===== src/hw/cisq_pkg.sv =====
// constants and state types for the cycle and interrupt sequencer
// assumes one 100 MHz clock, AXI4-Lite register access with 32-bit data
`default_nettype none
package cisq_pkg;
    // register byte addresses
    localparam logic [7:0] REG_CTRL = 8'h00;
    localparam logic [7:0] REG_STATUS = 8'h04;
    localparam logic [7:0] REG_PC = 8'h08;
    localparam logic [7:0] REG_INDEX = 8'h0c;
    localparam logic [7:0] REG_STACK = 8'h10;
    localparam logic [7:0] REG_ACCUM = 8'h14;
    // field positions and reset values
    localparam int CTRL_RUN_BIT = 0;
    localparam logic CTRL_RUN_RESET = 1'b1;
    localparam int CC_MASK_BIT = 4;
    localparam logic [7:0] CC_RESET = 8'h10;
    localparam int ST_WAIT_BIT = 8;
    localparam int ST_NMI_BIT = 9;
    localparam int ST_CYC_LSB = 12;
    // vector pairs, high byte at the even address
    localparam logic [15:0] VEC_IRQ = 16'hfff8;
    localparam logic [15:0] VEC_SOFT = 16'hfffa;
    localparam logic [15:0] VEC_NMI = 16'hfffc;
    localparam logic [15:0] VEC_RESTART = 16'hfffe;
    // opcodes handled by this sequencer; all others run as two-cycle no-ops
    localparam logic [7:0] OP_CLI = 8'h0e;
    localparam logic [7:0] OP_SEI = 8'h0f;
    localparam logic [7:0] OP_BRA = 8'h20;
    localparam logic [7:0] OP_JMPX = 8'h6e;
    localparam logic [7:0] OP_HALT_INT = 8'h3e;
    localparam logic [7:0] OP_SOFT_TRAP = 8'h3f;
    // stacking and timing
    localparam logic [2:0] PUSH_LAST = 3'h6;
    localparam logic [3:0] MAX_INSTR_CYCLES = 4'hc;
    localparam int CLK_PERIOD_NS = 10;
    localparam int MACHINE_CYCLE_NS = 20;
    localparam int PHASE_CLKS = MACHINE_CYCLE_NS / (2 * CLK_PERIOD_NS);
    localparam logic [1:0] RESP_OKAY = 2'h0;
    localparam logic [1:0] RESP_SLVERR = 2'h2;

    typedef enum logic [3:0] {
        SQ_RESET, SQ_FETCH, SQ_OPER, SQ_EXEC, SQ_PUSH, SQ_WAIT, SQ_VEC_HI, SQ_VEC_LO
    } cisq_st_t;
endpackage : cisq_pkg
`default_nettype wire


===== src/hw/cisq_sequencer.sv =====
// cycle control and interrupt/restart sequencing of an 8-bit processor core
// memory on data_in answers within one clock on aclk; pins cross via two flops
//
// Design decisions made here: the address map and the AXI4-Lite register port.
`default_nettype none
// Operation
// - every machine cycle is one phase-one period then one phase-two period
// - each instruction takes between two and twelve machine cycles
// - phase one drives the address, phase two latches the byte read
// - instruction execution takes its own machine cycle, with no bus access, before the next fetch
// - sixteen-bit program counter auto-increments to the next instruction address
// - relative branch adds one signed offset byte to the program counter
// - indexed jump loads index plus fetched unsigned byte into program counter
// - non-maskable falling edge always interrupts, even when masked or servicing
// - non-maskable: finish instruction, stack, set mask, vector from FFFC/FFFD
// - maskable request held low tests mask at instruction end; waits if set
// - accepted maskable request stacks, sets mask, vectors from FFF8/FFF9
// - soft trap instruction stacks, sets mask, vectors from FFFA/FFFB
// - restart rising edge clears registers, sets mask, vectors from FFFE/FFFF
// - every interrupt except restart stacks all visible registers but stack pointer
// - halt-until-interrupt stacks registers then idles until hardware interrupt
// - mask bit four of condition codes blocks the maskable request
// - data drive enable and float control detach data and address buses
// - vector high byte comes from lower address, low byte from next
// - float control high floats address and read line, drops valid and grant
module cisq_sequencer #(
    parameter int ADDR_W = 8
) (
    // clock and reset
    input wire logic aclk,
    input wire logic aresetn,
    // register bus
    input wire logic [ADDR_W-1:0] s_axi_awaddr,
    input wire logic s_axi_awvalid,
    output logic s_axi_awready,
    input wire logic [31:0] s_axi_wdata,
    input wire logic [3:0] s_axi_wstrb,
    input wire logic s_axi_wvalid,
    output logic s_axi_wready,
    output logic [1:0] s_axi_bresp,
    output logic s_axi_bvalid,
    input wire logic s_axi_bready,
    input wire logic [ADDR_W-1:0] s_axi_araddr,
    input wire logic s_axi_arvalid,
    output logic s_axi_arready,
    output logic [31:0] s_axi_rdata,
    output logic [1:0] s_axi_rresp,
    output logic s_axi_rvalid,
    input wire logic s_axi_rready,
    // control pins
    input wire logic restart_n,
    input wire logic nmi_n,
    input wire logic irq_n,
    input wire logic addr_float_ctl,
    input wire logic data_drive_en,
    // system bus
    input wire logic [7:0] data_in,
    output logic [15:0] addr_out,
    output logic addr_oe,
    output logic rw_out,
    output logic [7:0] data_out,
    output logic data_oe,
    output logic addr_valid,
    output logic bus_avail
);
    typedef struct packed {
        logic [1:0] rst_s;
        logic [2:0] nmi_s;
        logic [1:0] irq_s;
        logic [1:0] tsc_s;
        logic [1:0] dbe_s;
        cisq_pkg::cisq_st_t st;
        logic ph;
        logic [15:0] pc;
        logic [15:0] x;
        logic [15:0] sp;
        logic [7:0] a;
        logic [7:0] b;
        logic [7:0] cc;
        logic [7:0] opcode;
        logic [7:0] oper;
        logic [2:0] push_idx;
        logic to_wait;
        logic waiting;
        logic [15:0] vec;
        logic nmi_pend;
        logic [3:0] cyc;
        logic run;
        logic [15:0] addr;
        logic rw;
        logic valid;
        logic valid_out;
        logic oe;
        logic [7:0] dout;
        logic dout_oe;
        logic avail;
        logic awready;
        logic wready;
        logic bvalid;
        logic [1:0] bresp;
        logic arready;
        logic rvalid;
        logic [1:0] rresp;
        logic [31:0] rdata;
    } cisq_state_t;

    cisq_state_t r;
    cisq_state_t n;
    logic stall;
    logic tick;
    logic nmi_edge;

    function automatic logic [7:0] push_byte(input logic [2:0] idx, input cisq_state_t s);
        case (idx)
            3'h0: push_byte = s.pc[7:0];
            3'h1: push_byte = s.pc[15:8];
            3'h2: push_byte = s.x[7:0];
            3'h3: push_byte = s.x[15:8];
            3'h4: push_byte = s.a;
            3'h5: push_byte = s.b;
            default: push_byte = s.cc;
        endcase
    endfunction : push_byte

    function automatic logic [31:0] merge(input logic [31:0] old, input logic [31:0] d,
                                          input logic [3:0] strb);
        for (int i = 0; i < 4; i++) begin
            old[8*i +: 8] = strb[i] ? d[8*i +: 8] : old[8*i +: 8];
        end
        merge = old;
    endfunction : merge

    // float holds the phase clocks still, so the sequence freezes rather than losing a write
    assign stall = r.tsc_s[1] | ~r.run;
    assign tick = r.ph & ~stall;
    // edge found on the second and third flops, never the first
    assign nmi_edge = r.nmi_s[2] & ~r.nmi_s[1];

    always_comb begin
        logic [31:0] wv;
        logic irq_ok;
        wv = 32'h0;
        n = r;
        n.rst_s = {r.rst_s[0], restart_n};
        n.nmi_s = {r.nmi_s[1:0], nmi_n};
        n.irq_s = {r.irq_s[0], irq_n};
        n.tsc_s = {r.tsc_s[0], addr_float_ctl};
        n.dbe_s = {r.dbe_s[0], data_drive_en};
        irq_ok = ~r.irq_s[1] & ~r.cc[cisq_pkg::CC_MASK_BIT];
        if (!stall) begin
            n.ph = ~r.ph;
        end
        if (tick) begin
            n.cyc = r.cyc + 4'h1;
            case (r.st)
                cisq_pkg::SQ_FETCH: begin
                    n.opcode = data_in;
                    n.pc = r.pc + 16'h1;
                    n.cyc = 4'h1;
                    n.st = (data_in == cisq_pkg::OP_BRA || data_in == cisq_pkg::OP_JMPX) ?
                           cisq_pkg::SQ_OPER : cisq_pkg::SQ_EXEC;
                end
                cisq_pkg::SQ_OPER: begin
                    n.oper = data_in;
                    n.pc = r.pc + 16'h1;
                    n.st = cisq_pkg::SQ_EXEC;
                end
                cisq_pkg::SQ_EXEC: begin
                    n.st = cisq_pkg::SQ_FETCH;
                    n.push_idx = 3'h0;
                    n.to_wait = 1'b0;
                    case (r.opcode)
                        cisq_pkg::OP_BRA: n.pc = r.pc + {{8{r.oper[7]}}, r.oper};
                        cisq_pkg::OP_JMPX: n.pc = r.x + {8'h00, r.oper};
                        cisq_pkg::OP_CLI: n.cc[cisq_pkg::CC_MASK_BIT] = 1'b0;
                        cisq_pkg::OP_SEI: n.cc[cisq_pkg::CC_MASK_BIT] = 1'b1;
                        default: ;
                    endcase
                    if (r.opcode == cisq_pkg::OP_SOFT_TRAP) begin
                        n.vec = cisq_pkg::VEC_SOFT;
                        n.st = cisq_pkg::SQ_PUSH;
                    end else if (r.opcode == cisq_pkg::OP_HALT_INT) begin
                        n.to_wait = 1'b1;
                        n.st = cisq_pkg::SQ_PUSH;
                    end else if (r.nmi_pend) begin
                        n.nmi_pend = 1'b0;
                        n.vec = cisq_pkg::VEC_NMI;
                        n.st = cisq_pkg::SQ_PUSH;
                    end else if (irq_ok) begin
                        n.vec = cisq_pkg::VEC_IRQ;
                        n.st = cisq_pkg::SQ_PUSH;
                    end
                end
                cisq_pkg::SQ_PUSH: begin
                    n.sp = r.sp - 16'h1;
                    n.push_idx = r.push_idx + 3'h1;
                    if (r.push_idx == cisq_pkg::PUSH_LAST) begin
                        if (r.to_wait) begin
                            n.st = cisq_pkg::SQ_WAIT;
                            n.waiting = 1'b1;
                        end else begin
                            n.cc[cisq_pkg::CC_MASK_BIT] = 1'b1;
                            n.st = cisq_pkg::SQ_VEC_HI;
                        end
                    end
                end
                cisq_pkg::SQ_WAIT: begin
                    // a halt may last any time, so the cycle count pauses here
                    n.cyc = r.cyc;
                    // registers are already stacked, so wake goes straight to the vector
                    if (r.nmi_pend || irq_ok) begin
                        n.nmi_pend = 1'b0;
                        n.vec = r.nmi_pend ? cisq_pkg::VEC_NMI : cisq_pkg::VEC_IRQ;
                        n.cc[cisq_pkg::CC_MASK_BIT] = 1'b1;
                        n.waiting = 1'b0;
                        n.st = cisq_pkg::SQ_VEC_HI;
                    end
                end
                cisq_pkg::SQ_VEC_HI: begin
                    n.pc[15:8] = data_in;
                    n.st = cisq_pkg::SQ_VEC_LO;
                end
                cisq_pkg::SQ_VEC_LO: begin
                    n.pc[7:0] = data_in;
                    n.st = cisq_pkg::SQ_FETCH;
                end
                cisq_pkg::SQ_RESET: begin
                    if (r.rst_s[1]) begin
                        n.a = 8'h00;
                        n.b = 8'h00;
                        n.x = 16'h0000;
                        n.sp = 16'h0000;
                        n.cc = cisq_pkg::CC_RESET;
                        n.vec = cisq_pkg::VEC_RESTART;
                        n.st = cisq_pkg::SQ_VEC_HI;
                    end
                end
                default: n.st = cisq_pkg::SQ_RESET;
            endcase
        end
        if (!r.rst_s[1]) begin
            n.st = cisq_pkg::SQ_RESET;
            n.ph = 1'b0;
            n.waiting = 1'b0;
            n.cyc = 4'h0;
        end
        // next machine cycle's bus operation, set up on the phase-two edge
        if (tick || !r.rst_s[1]) begin
            n.rw = 1'b1;
            n.addr = n.pc;
            n.valid = 1'b0;
            case (n.st)
                cisq_pkg::SQ_FETCH, cisq_pkg::SQ_OPER: n.valid = 1'b1;
                cisq_pkg::SQ_PUSH: begin
                    n.addr = n.sp;
                    n.rw = 1'b0;
                    n.valid = 1'b1;
                    n.dout = push_byte(n.push_idx, n);
                end
                cisq_pkg::SQ_VEC_HI: begin
                    n.addr = n.vec;
                    n.valid = 1'b1;
                end
                cisq_pkg::SQ_VEC_LO: begin
                    n.addr = {n.vec[15:1], 1'b1};
                    n.valid = 1'b1;
                end
                default: ;
            endcase
        end
        n.nmi_pend = n.nmi_pend | nmi_edge;
        n.oe = ~n.tsc_s[1];
        n.dout_oe = n.dbe_s[1] & ~n.rw;
        n.avail = (n.waiting | ~n.run) & ~n.tsc_s[1];
        // the cycle's own valid is kept, so a frozen cycle resumes intact after float
        n.valid_out = n.valid & ~n.tsc_s[1];
        // register bus: address and data taken together, answer one clock later
        n.awready = 1'b0;
        n.wready = 1'b0;
        n.arready = 1'b0;
        if (r.bvalid && s_axi_bready) begin
            n.bvalid = 1'b0;
        end
        if (r.rvalid && s_axi_rready) begin
            n.rvalid = 1'b0;
        end
        if (s_axi_awvalid && s_axi_wvalid && !r.awready && !r.bvalid) begin
            n.awready = 1'b1;
            n.wready = 1'b1;
        end
        if (r.awready) begin
            n.bvalid = 1'b1;
            n.bresp = cisq_pkg::RESP_OKAY;
            case (s_axi_awaddr[7:0])
                cisq_pkg::REG_CTRL: begin
                    wv = merge({31'h0, r.run}, s_axi_wdata, s_axi_wstrb);
                    n.run = wv[cisq_pkg::CTRL_RUN_BIT];
                end
                cisq_pkg::REG_INDEX: begin
                    wv = merge({16'h0, n.x}, s_axi_wdata, s_axi_wstrb);
                    n.x = wv[15:0];
                end
                cisq_pkg::REG_STACK: begin
                    wv = merge({16'h0, n.sp}, s_axi_wdata, s_axi_wstrb);
                    n.sp = wv[15:0];
                end
                cisq_pkg::REG_ACCUM: begin
                    wv = merge({16'h0, n.b, n.a}, s_axi_wdata, s_axi_wstrb);
                    n.a = wv[7:0];
                    n.b = wv[15:8];
                end
                cisq_pkg::REG_STATUS, cisq_pkg::REG_PC: ;
                default: n.bresp = cisq_pkg::RESP_SLVERR;
            endcase
        end
        if (s_axi_arvalid && !r.arready && !r.rvalid) begin
            n.arready = 1'b1;
        end
        if (r.arready) begin
            n.rvalid = 1'b1;
            n.rresp = cisq_pkg::RESP_OKAY;
            case (s_axi_araddr[7:0])
                cisq_pkg::REG_CTRL: n.rdata = {31'h0, r.run};
                cisq_pkg::REG_STATUS: n.rdata = {16'h0, r.cyc, 2'h0, r.nmi_pend, r.waiting, r.cc};
                cisq_pkg::REG_PC: n.rdata = {16'h0, r.pc};
                cisq_pkg::REG_INDEX: n.rdata = {16'h0, r.x};
                cisq_pkg::REG_STACK: n.rdata = {16'h0, r.sp};
                cisq_pkg::REG_ACCUM: n.rdata = {16'h0, r.b, r.a};
                default: begin
                    n.rdata = 32'h0;
                    n.rresp = cisq_pkg::RESP_SLVERR;
                end
            endcase
        end
    end

    always_ff @(posedge aclk) begin
        if (!aresetn) begin
            r <= '0;
            r.st <= cisq_pkg::SQ_RESET;
            r.nmi_s <= 3'h7;
            r.irq_s <= 2'h3;
            r.cc <= cisq_pkg::CC_RESET;
            r.run <= cisq_pkg::CTRL_RUN_RESET;
            r.rw <= 1'b1;
        end else begin
            r <= n;
        end
    end

    assign s_axi_awready = r.awready;
    assign s_axi_wready = r.wready;
    assign s_axi_bvalid = r.bvalid;
    assign s_axi_bresp = r.bresp;
    assign s_axi_arready = r.arready;
    assign s_axi_rvalid = r.rvalid;
    assign s_axi_rresp = r.rresp;
    assign s_axi_rdata = r.rdata;
    assign addr_out = r.addr;
    assign addr_oe = r.oe;
    assign rw_out = r.rw;
    assign data_out = r.dout;
    assign data_oe = r.dout_oe;
    assign addr_valid = r.valid_out;
    assign bus_avail = r.avail;

    a_phase_toggle: assert property (@(posedge aclk) disable iff (!aresetn)
        (!stall && r.rst_s[1]) |=> (r.ph != $past(r.ph)))
        else $error("phase did not alternate");
    a_instr_len: assert property (@(posedge aclk) disable iff (!aresetn)
        r.cyc <= cisq_pkg::MAX_INSTR_CYCLES)
        else $error("instruction longer than twelve cycles");
    a_fetch_latch: assert property (@(posedge aclk) disable iff (!aresetn)
        (tick && r.st == cisq_pkg::SQ_FETCH && r.rst_s[1]) |=> (r.opcode == $past(data_in)))
        else $error("opcode not latched in phase two");
    a_pc_incr: assert property (@(posedge aclk) disable iff (!aresetn)
        (tick && r.st == cisq_pkg::SQ_FETCH && r.rst_s[1] && !r.awready)
        |=> (r.pc == $past(r.pc) + 16'h1))
        else $error("program counter did not advance");
    a_branch_target: assert property (@(posedge aclk) disable iff (!aresetn)
        (tick && r.st == cisq_pkg::SQ_EXEC && r.opcode == cisq_pkg::OP_BRA && r.rst_s[1])
        |=> (r.pc == $past(r.pc) + {{8{$past(r.oper[7])}}, $past(r.oper)}))
        else $error("relative branch target wrong");
    a_index_jump: assert property (@(posedge aclk) disable iff (!aresetn)
        (tick && r.st == cisq_pkg::SQ_EXEC && r.opcode == cisq_pkg::OP_JMPX && r.rst_s[1])
        |=> (r.pc == $past(r.x) + {8'h00, $past(r.oper)}))
        else $error("indexed jump target wrong");
    a_vec_order: assert property (@(posedge aclk) disable iff (!aresetn)
        (r.st == cisq_pkg::SQ_VEC_HI && r.valid) |-> (r.addr == r.vec && !r.addr[0]))
        else $error("vector high byte not at even address");
    a_mask_vec: assert property (@(posedge aclk) disable iff (!aresetn)
        (r.st == cisq_pkg::SQ_VEC_HI) |-> r.cc[cisq_pkg::CC_MASK_BIT])
        else $error("mask clear while vectoring");
    a_float_quiet: assert property (@(posedge aclk) disable iff (!aresetn)
        r.tsc_s[1] |-> (!addr_valid && !addr_oe && !bus_avail))
        else $error("bus driven while floated");
    a_nmi_latch: assert property (@(posedge aclk) disable iff (!aresetn)
        nmi_edge |=> r.nmi_pend)
        else $error("non-maskable edge lost");
endmodule : cisq_sequencer
`default_nettype wire


===== config.mk =====
export PLATFORM = sky130hd
export DESIGN_NAME = cisq_sequencer
export DESIGN_NICKNAME = d
export VERILOG_FILES = /design/src/hw/cisq_pkg.sv /design/src/hw/cisq_sequencer.sv
export SDC_FILE = /design/constraint.sdc
export NUM_CORES = 1
export LEC_CHECK = 0
export BUFFER_PORTS_ARGS = -buffer_cell sky130_fd_sc_hd__buf_2
export CAP_MARGIN = 5
export CORE_MARGIN = 5
export CORE_UTILIZATION = 53
export CTS_CLUSTER_DIAMETER = 40
export DETAILED_ROUTE_END_ITERATION = 7
export PLACE_DENSITY_LB_ADDON = 0.3
export REMOVE_ABC_BUFFERS = 1
export SYNTH_ARGS = -nofsm -noshare
export SYNTH_HDL_FRONTEND = slang
export SYNTH_SLANG_ARGS = --single-unit

===== constraint.sdc =====
create_clock -name aclk -period 2.9 [get_ports aclk]
set_input_delay 0.58 -clock aclk [delete_from_list [all_inputs] [get_ports aclk]]
set_output_delay 0.58 -clock aclk [all_outputs]
set_load 0.01 [all_outputs]

==> run metrics, run 1 <==
die height 156 µm; vias 12.2k; Layout fillers 1877; Worst setup EP type flop; die width 156 µm; drt total wl 43.4 mm; Design Area, Final 13300 µm²; final hold violations 0; share of layout cells above drive strength 1 21.2%; Pre-Repair DR Iteration Count 8; nets 1713; Setup violations, final 0; Critical R2R Capture data_out[0]$_SDFFE_PN0P_; pwr dens 390 nW/µm²; Syn Area/Cell 7.68 µm²; crit-path max cell delay 0.35 ns; clock sinks 182; final worst-path cycle share 98.2%; Synth area leader dfxtp_1; delay-heaviest family, CP compound AO/OA/AOI/OAI gates; failing checks DRC; CTS Buffer Depth 2; slowest library cell on the worst path fa_2; Worst Path Max Fanout 3; worst hold path type primary input to flop; first-pass GRT wire length 65.6 mm; Gate Count Post-Synth 1464; Synth area leaders dfxtp_1 32%, a21oi_1 5.7%, nor2_1 5.7%, nand2_1 5.6%, buf_4 4.1%; Critical path buffers and inverters 2; worst r2r src r[98]$_SDFFE_PN0P_; Peak VDD IR 334 µV; ys async rst share 0%; RSZ-0062 raised after global routing yes; synthesized area 11200 µm²; register area share after synthesis 32.4%; grt ovf 0; Hold Slack 0.329 ns; Critical Path RT 3.20 ns; Synth cell types 92; Final GP Congestion 1.01; max cap viols 0; initial DRC count 1445; setup tns final 0 ns; # H-tree levels 4; critical-path cell list ha_2 -> fa_2 -> a211oi_2 -> o211ai_1 -> buf_4 -> a21oi_1 -> nor3_4 -> a211oi_1 -> buf_4 -> nor2_1 -> a211oi_1 -> o41ai_1; vias per cell 6.41; initial antenna violation count 0; worst skew pair latency 0.45 ns; Synth Flop Type dfxtp_1; maximum clock rate 0.351 GHz; Inserted Diodes 0; core area 21000 µm²; Root Buffer clkbuf_16; Tot GR Track Use 34.9%; Hold Buf Count CTS 0; static leakage 5.32 nW; critical path class flop to flop; largest net degree at the start of global routing 59; clock slew at reported path FFs 0.08 ns; fin util 63.3%; FF+latch count, synth 182; DP HPWL 33.3 mm; Detail Route Antenna Nets 0; Hold Startpoint irq_n; Final Slew Violations 0; Worst Reg-to-Reg Cells 12; Area Growth Syn to Fin 18.1%; Synth warnings 0; R2R Setup Slk 0.05 ns; DR WL/cell 22.9 µm; worst hold path endpoint n[196]$_SDFF_PN1_; Num CTS Buffers 17; vias in the first global route 11.4k; worst hold path depth 2; Final Critical Period 2.85 ns; Rows 53; Residual DRC 19; Setup Skew 0.0176 ns; Starting Density 53.6%; number of enable flip-flop cells after synthesis 0; I/O Pins 142; placed standard-cell area 12500 µm²; total power 5.18 mW; Rel. slew slack 27.2%; CTS tree done; status finished, violations left; Worst Max-Slew Pin Slew 1.08 ns; crit path DAT 3.14 ns; Yosys top cell area share 32.4%; die area 24200 µm²; # port buffers 105; CP startpoint kind flop
==> metal layers <==
metal / vias up / GRT usage (%) / part of all wire (%)
met4: 0 / 16.4 / 5.6
met1: 5722 / 46.1 / 40
li1: 5608 / - / -
met2: 697 / 55.2 / 45
met3: 151 / 6.66 / 9.4
met5: - / 0 / 0
==> cell type report <==
class / instances / area [µm²] / area share, %
Multi-Input combinational cell: 1138 / 6930 / 52.2
Sequential cell: 182 / 3650 / 27.5
Timing Repair Buffer: 256 / 1680 / 12.7
Clock buffer: 18 / 429 / 3.23
Tap cell: 275 / 344 / 2.59
Clock inverter: 14 / 170 / 1.28
Inverter: 16 / 61.3 / 0.462
==> where the power goes <==
part,internal (mW),switching (mW)
Combinational,0.0849,0.172
Sequential,2.52,0.0156
Clock,1.18,1.22
==> state kept, by name, summed over array words and instances (netlist names) <==
register       cells
addr_oe            1
addr_out          16
addr_valid         1
bus_avail          1
data_oe            1
data_out           8
n                  6
r                125
rw_out             1
s_axi_arready      1
s_axi_awready      1
s_axi_bresp        1
s_axi_bvalid       1
s_axi_rdata       16
s_axi_rresp        1
s_axi_rvalid       1
==> worst register-to-register path, cell delays in order (launching register included) <==
cell and delay [ns]:
dfxtp_2 0.33, ha_2 0.20, fa_2 0.36, a211oi_2 0.28, o211ai_1 0.15, buf_4 0.17, a21oi_1 0.29, nor3_4 0.08
a211oi_1 0.23, buf_4 0.20, nor2_1 0.06, a211oi_1 0.23, o41ai_1 0.13
==> synth_stat cells (16+ instances only) <==
cell type,count
a22o_1,20
buf_4,61
o21ai_1,21
a211oi_1,19
mux2i_1,23
o21ai_0,85
a22oi_1,21
nand3_1,64
clkbuf_1,69
ha_1,28
nor3_1,37
dfxtp_1,182
a21oi_1,129
nand4_1,16
o211ai_1,16
and3_1,16
nand2_1,168
nand2b_1,23
nor2_1,170
and2_1,21
==> through the flow <==
| stage | instances | setup slack, ns |
|---|---|---|
| after floorplan | 1336 | -0.0831 |
| after global placement | 1867 | 0.0483 |
| after detailed placement | 1867 | -0.00629 |
| after CTS | 1899 | 0.00264 |
| after global routing | 1899 | -0.0433 |
| final | 1899 | 0.0514 |
==> cell usage in the layout, fill, tap and decap left out, types with 23 or more instances in the layout <==
master,n
nor2_1,167
o21ai_1,28
nand2b_1,23
o21ai_0,78
ha_1,25
mux2i_1,23
buf_2,105
nand3_1,64
nand2_1,166
a21oi_1,128
nor3_1,35
dfxtp_1,177
buf_4,149
==> worst max-delay path by stage <==
stage | depth (start not counted) | from | to
after floorplan | 8 | r[187]$_SDFF_PN0_ | data_out[2]$_SDFFE_PN0P_
after global placement | 10 | data_in[1] | data_out[5]$_SDFFE_PN0P_
after global routing | 10 | r[100]$_SDFFE_PN0P_ | addr_out[15]$_SDFFE_PN0N_
after detailed placement | 9 | r[99]$_SDFFE_PN0P_ | addr_out[15]$_SDFFE_PN0N_
final | 12 | r[98]$_SDFFE_PN0P_ | data_out[0]$_SDFFE_PN0P_
after CTS | 10 | r[98]$_SDFFE_PN0P_ | data_out[2]$_SDFFE_PN0P_
==> what timing repair did <==
item	CTS	global route
hold endpoints to repair	0	0
setup buffers	0	0
resized for setup	3	42
pin swaps	0	12
setup endpoints to repair	3	17
==> cells by family after synthesis <==
group / share of synthesized area (%)
AOI/OAI and AO/OA: 26.9
xor gates and xnor gates: 1.95
adders and majority gates: 3.47
buffers and inverters: 7.76
DFF: 32.4
muxes: 2.25
other: 0.0334
and+or+nand+nor: 25.2
No activity file was read; power rests on OpenSTA's default activity.
==> inputs of run 2 (changes only) <==
--- a/config.mk
+++ b/config.mk
@@ -13,3 +13,3 @@
 export DETAILED_ROUTE_END_ITERATION = 7
-export PLACE_DENSITY_LB_ADDON = 0.3
+export PLACE_DENSITY = 0.77
 export REMOVE_ABC_BUFFERS = 1
==> constraint.sdc (replaced) <==
create_clock -name aclk -period 2.9 [get_ports aclk]
set_input_delay 0.29 -clock aclk [delete_from_list [all_inputs] [get_ports aclk]]
set_output_delay 0.29 -clock aclk [all_outputs]
set_load 0.01 [all_outputs]
==> run metrics, run 2 (synthesis results as in run 1) <==
status finished clean; Tot GR Track Use 34.7%; CTS Buffer Depth 2; Final Critical Period 2.82 ns; max reg flops 125; nets 1700; Hold Slack 0.0103 ns; static leakage 5.30 nW; Starting Density 53.6%; die width 156 µm; Worst Max-Slew Pin Slew 0.878 ns; Area Growth Syn to Fin 17.7%; largest register by flop count r; CTS tree done; Num CTS Buffers 17; Final Slew Violations 0; Worst setup EP type flop; share of layout cells above drive strength 1 20.3%; # port buffers 105; Root Buffer clkbuf_16; Peak VDD IR 336 µV; DR WL/cell 23.0 µm; worst skew pair latency 0.46 ns; final worst-path cycle share 97.3%; Residual DRC 0; worst hold path type primary input to flop; critical path class flop to flop; Worst Path Max Fanout 5; clock slew at reported path FFs 0.09 ns; I/O Pins 142; fin util 63.1%; max cap viols 0; core area 21000 µm²; drt total wl 43.4 mm; die height 156 µm; maximum clock rate 0.354 GHz; Critical Path RT 3.27 ns; total power 5.28 mW; final hold violations 0; Rel. slew slack 40.7%; met2 usage 55.3%; initial antenna violation count 1; Rows 53; initial DRC count 1332; vias per cell 6.42; Detail Route Antenna Nets 0; vias 12.1k; # H-tree levels 4; vias in the first global route 11.3k; most common cell after layout, fill and taps aside dfxtp_1; DP HPWL 33.0 mm; Pre-Repair DR Iteration Count 8; pwr dens 399 nW/µm²; met3 usage in global routing 5.91%; die area 24200 µm²; Final GP Congestion 1.03; clock sinks 182; setup tns final 0 ns; most frequent cells in the layout 180 x dfxtp_1, 169 x nor2_1, 167 x nand2_1; largest net degree at the start of global routing 59; first-pass GRT wire length 65.1 mm; RSZ-0062 raised after global routing yes; crit path DAT 3.19 ns; met1 Use GR 46.0%; most used routing layer met2; Setup violations, final 0; grt ovf 0; post-CTS setup buffers 0; CP startpoint kind flop; Setup Skew 0.0148 ns
-- run 2: cell types whose count changed in the layout (fill, tap and decap cells not counted), sizes merged --
cell    delta
diode      +1
buf       -13
clkbuf     -1
clkinv     +1
-- run 2: area by class of cell --
type | instances | area (µm²)
Fill cell | 1971 | 7730
Multi-Input combinational cell | 1138 | 6920
Sequential cell | 182 | 3650
Timing Repair Buffer | 243 | 1610
Clock buffer | 17 | 425
Tap cell | 275 | 344
Clock inverter | 15 | 209
Inverter | 16 | 61.3
Antenna cell | 1 | 2.50
-- run 2: timing repair --
item                       CTS  global route
hold buffers                 0             0
pin swaps                    0            11
gates resized for setup      7            29
setup endpoints to repair    3            15
-- run 2: final timing paths --
| kind | from | end | slack, ns | cells after the start |
|---|---|---|---|---|
| worst max-delay path | r[156]$_SDFF_PN0_ | addr_out[13]$_SDFFE_PN0N_ | 0.08 | 11 |
| worst min-delay path | nmi_n | n[198]$_SDFF_PN1_ | 0.01 | 2 |
| worst max register to register | r[156]$_SDFF_PN0_ | addr_out[13]$_SDFFE_PN0N_ | 0.08 | 11 |
| worst min register to register | n[196]$_SDFF_PN1_ | r[196]$_SDFF_PN1_ | 0.41 | 1 |
-- run 2: power by group --
part | internal [mW] | switching [mW] | leakage (nW)
logic | 0.0836 | 0.167 | 3.53
registers | 2.52 | 0.0165 | 1.47
clock network | 1.21 | 1.28 | 0.306
-- run 2: critical path, cell delays in order, from the launching register on --
cell and delay (ns):
dfxtp_1 0.38, ha_2 0.41, o21ai_0 0.19, o21ai_2 0.25
a41oi_2 0.18, or3_1 0.34, a21oi_1 0.20, o22ai_1 0.11
buf_4 0.18, buf_4 0.13, nand2b_1 0.13, a41oi_1 0.25
-- run 2: per-stage QoR --
stage | worst slack, ns | std cells | cell area, µm²
final | 0.0784 | 1887 | 13200
after global routing | -0.0889 | 1886 | 13200
after CTS | 0.0122 | 1886 | 13100
after detailed placement | -0.0654 | 1854 | 12400
after global placement | 0.0350 | 1854 | 12400
after floorplan | -0.0831 | 1336 | 10500
-- run 2: metal layers --
metal | part of all wire [%] | wire length (µm)
met3 | 10 | 4540
met1 | 39 | 16900
met4 | 5.4 | 2360
met2 | 45 | 19600
met5 | 0 | 0
==> inputs of run 3 (changes only) <==
Settings changed: CORE_UTILIZATION 53 to 50, PLACE_DENSITY 0.77 to 0.73, SETUP_SLACK_MARGIN set to 0.1.
==> run metrics, run 3 (synthesis results as in run 1) <==
DR WL/cell 22.2 µm; grt ovf 0; switching power 1.34 mW; crit path DAT 3.07 ns; met2 usage 50.8%; most frequent cells in the layout 177 x dfxtp_1, 166 x nand2_1, 165 x nor2_1; Setup Skew 0.0167 ns; vias in the first global route 11.0k; Design Area, Final 13300 µm²; slowest library cell on the worst path fa_2; Worst Max-Slew Pin Slew 0.813 ns; Reg area 3650 µm²; max cap viols 0; share of layout cells above drive strength 1 21.4%; Reg power frac 48.9%; met3 usage in global routing 4.46%; final worst-path cycle share 95.8%; critical-path cell list ha_2 -> fa_2 -> a211oi_4 -> o21ai_2 -> a31oi_2 -> buf_4 -> xnor2_2 -> a211oi_2 -> buf_4 -> nor2_2 -> a211oi_2 -> o41ai_2; first-pass GRT wire length 63.7 mm; Critical Path RT 3.19 ns; worst skew pair latency 0.45 ns; worst hold path type primary input to flop; clock sinks 182; initial DRC count 1426; final hold violations 0; initial antenna violation count 1; Internal Power 3.84 mW; Multi-input gate area 7110 µm²; Tot GR Track Use 31.3%; nets 1686; most used routing layer met2; largest net degree at the start of global routing 59; drt total wl 41.7 mm; met1 Use GR 42.4%; Worst setup EP type flop; CTS tree done; status finished clean; crit-path max cell delay 0.43 ns; RSZ-0062 raised after global routing yes; die height 160 µm; Comb power frac 4.8%; largest register by flop count r; Hold Buf Count CTS 0; Rel. slew slack 45.0%; maximum clock rate 0.360 GHz; clock slew at reported path FFs 0.08 ns; critical path class flop to flop; Peak VDD IR 438 µV; die width 160 µm; Rows 54; vias per cell 6.31; Detail Route Antenna Nets 0; # port buffers 105; DP HPWL 31.7 mm; Layout fillers 1972; static leakage 5.26 nW; Setup violations, final 0; most common cell after layout, fill and taps aside dfxtp_1; Final GP Congestion 1.04; Sw Share 25.8%; Hold Slack 0.0269 ns; Residual DRC 0; clock power share 46.3%; die area 25600 µm²; Area Growth Syn to Fin 18.2%; Starting Density 51.2%; vias 11.8k; Num CTS Buffers 17; CTS Buffer Depth 2; placed standard-cell area 12300 µm²; Inserted Diodes 0; I/O Pins 142; Pre-Repair DR Iteration Count 6; # H-tree levels 4; Final Critical Period 2.78 ns; Root Buffer clkbuf_16; pwr dens 390 nW/µm²; core area 22000 µm²; max reg flops 125; Final Slew Violations 0; CP startpoint kind flop; Worst Path Max Fanout 3
[run 3: cell types whose count changed in the layout (fill, tap and decap cells not counted), moves of 3 or more]
cell     change
dfxtp_1      -3
nor2_1       -4
buf_4       -15
ha_1         -3
inv_12       -4
dfxtp_2      +3
nor2_2       +4
o21ai_0      -5
o21ai_1      +5
[run 3: power by group through the flow]
stage / registers [mW] / logic [mW] / clock network, mW
finish: 2.53 / 0.251 / 2.40
global route: 2.54 / 0.272 / 2.52
CTS: 2.53 / 0.245 / 2.40
detailed placement: 2.59 / 0.244 / 0
global placement: 2.59 / 0.242 / 0
floorplan: 2.60 / 0.0944 / 0
[run 3: path summary, 6_finish.rpt]
kind	startpoint	cells after the start	slack, ns	to
worst max-delay path	r[98]$_SDFFE_PN0P_	12	0.12	data_out[0]$_SDFFE_PN0P_
worst max register to register	r[98]$_SDFFE_PN0P_	12	0.12	data_out[0]$_SDFFE_PN0P_
worst min-delay path	irq_n	2	0.03	n[196]$_SDFF_PN1_
worst min register to register	n[196]$_SDFF_PN1_	1	0.41	r[196]$_SDFF_PN1_
[run 3: area by class of cell]
class / count / area share (%)
Clock buffer: 17 / 3.20
Clock inverter: 15 / 1.37
Inverter: 16 / 0.461
Multi-Input combinational cell: 1138 / 53.5
Sequential cell: 182 / 27.5
Tap cell: 280 / 2.64
Timing Repair Buffer: 229 / 11.4
[run 3: metal layers]
metal	share of wire [%]	vias to the layer above
met5	0.029	-
li1	-	5541
met4	4.5	2
met1	40	5530
met2	45	657
met3	9.8	118
[run 3: timing repair]
| action | CTS | global route |
|---|---|---|
| buffers inserted | 0 | 1 |
| setup endpoints to repair | 14 | 25 |
| pin swaps | 2 | 22 |
| resized for setup | 12 | 68 |
[run 3: worst max-delay path: cells and delay by family, from the launching register on]
family | cells | cell delay [ns]
xor gates and xnor gates | 1 | 0.07
DFF | 1 | 0.35
adders and majority gates | 2 | 0.64
and+or+nand+nor | 1 | 0.04
AOI/OAI and AO/OA | 6 | 1.17
buffers and inverters | 2 | 0.37
[run 3: through the flow]
stage          instances  total power [mW]  setup slack [ns]  TNS [ns]  util, %
2_1_floorplan       1336              2.69           -0.0831   -0.0831        -
3_3_place_gp        1844              2.83            0.0338         0     56.2
3_5_place_dp        1844              2.84          -0.00424  -0.00424     56.2
4_1_cts             1876              5.18             0.108         0     59.2
5_1_grt             1877              5.33           0.00983         0     60.5
6_report            1877              5.18             0.121         0     60.5
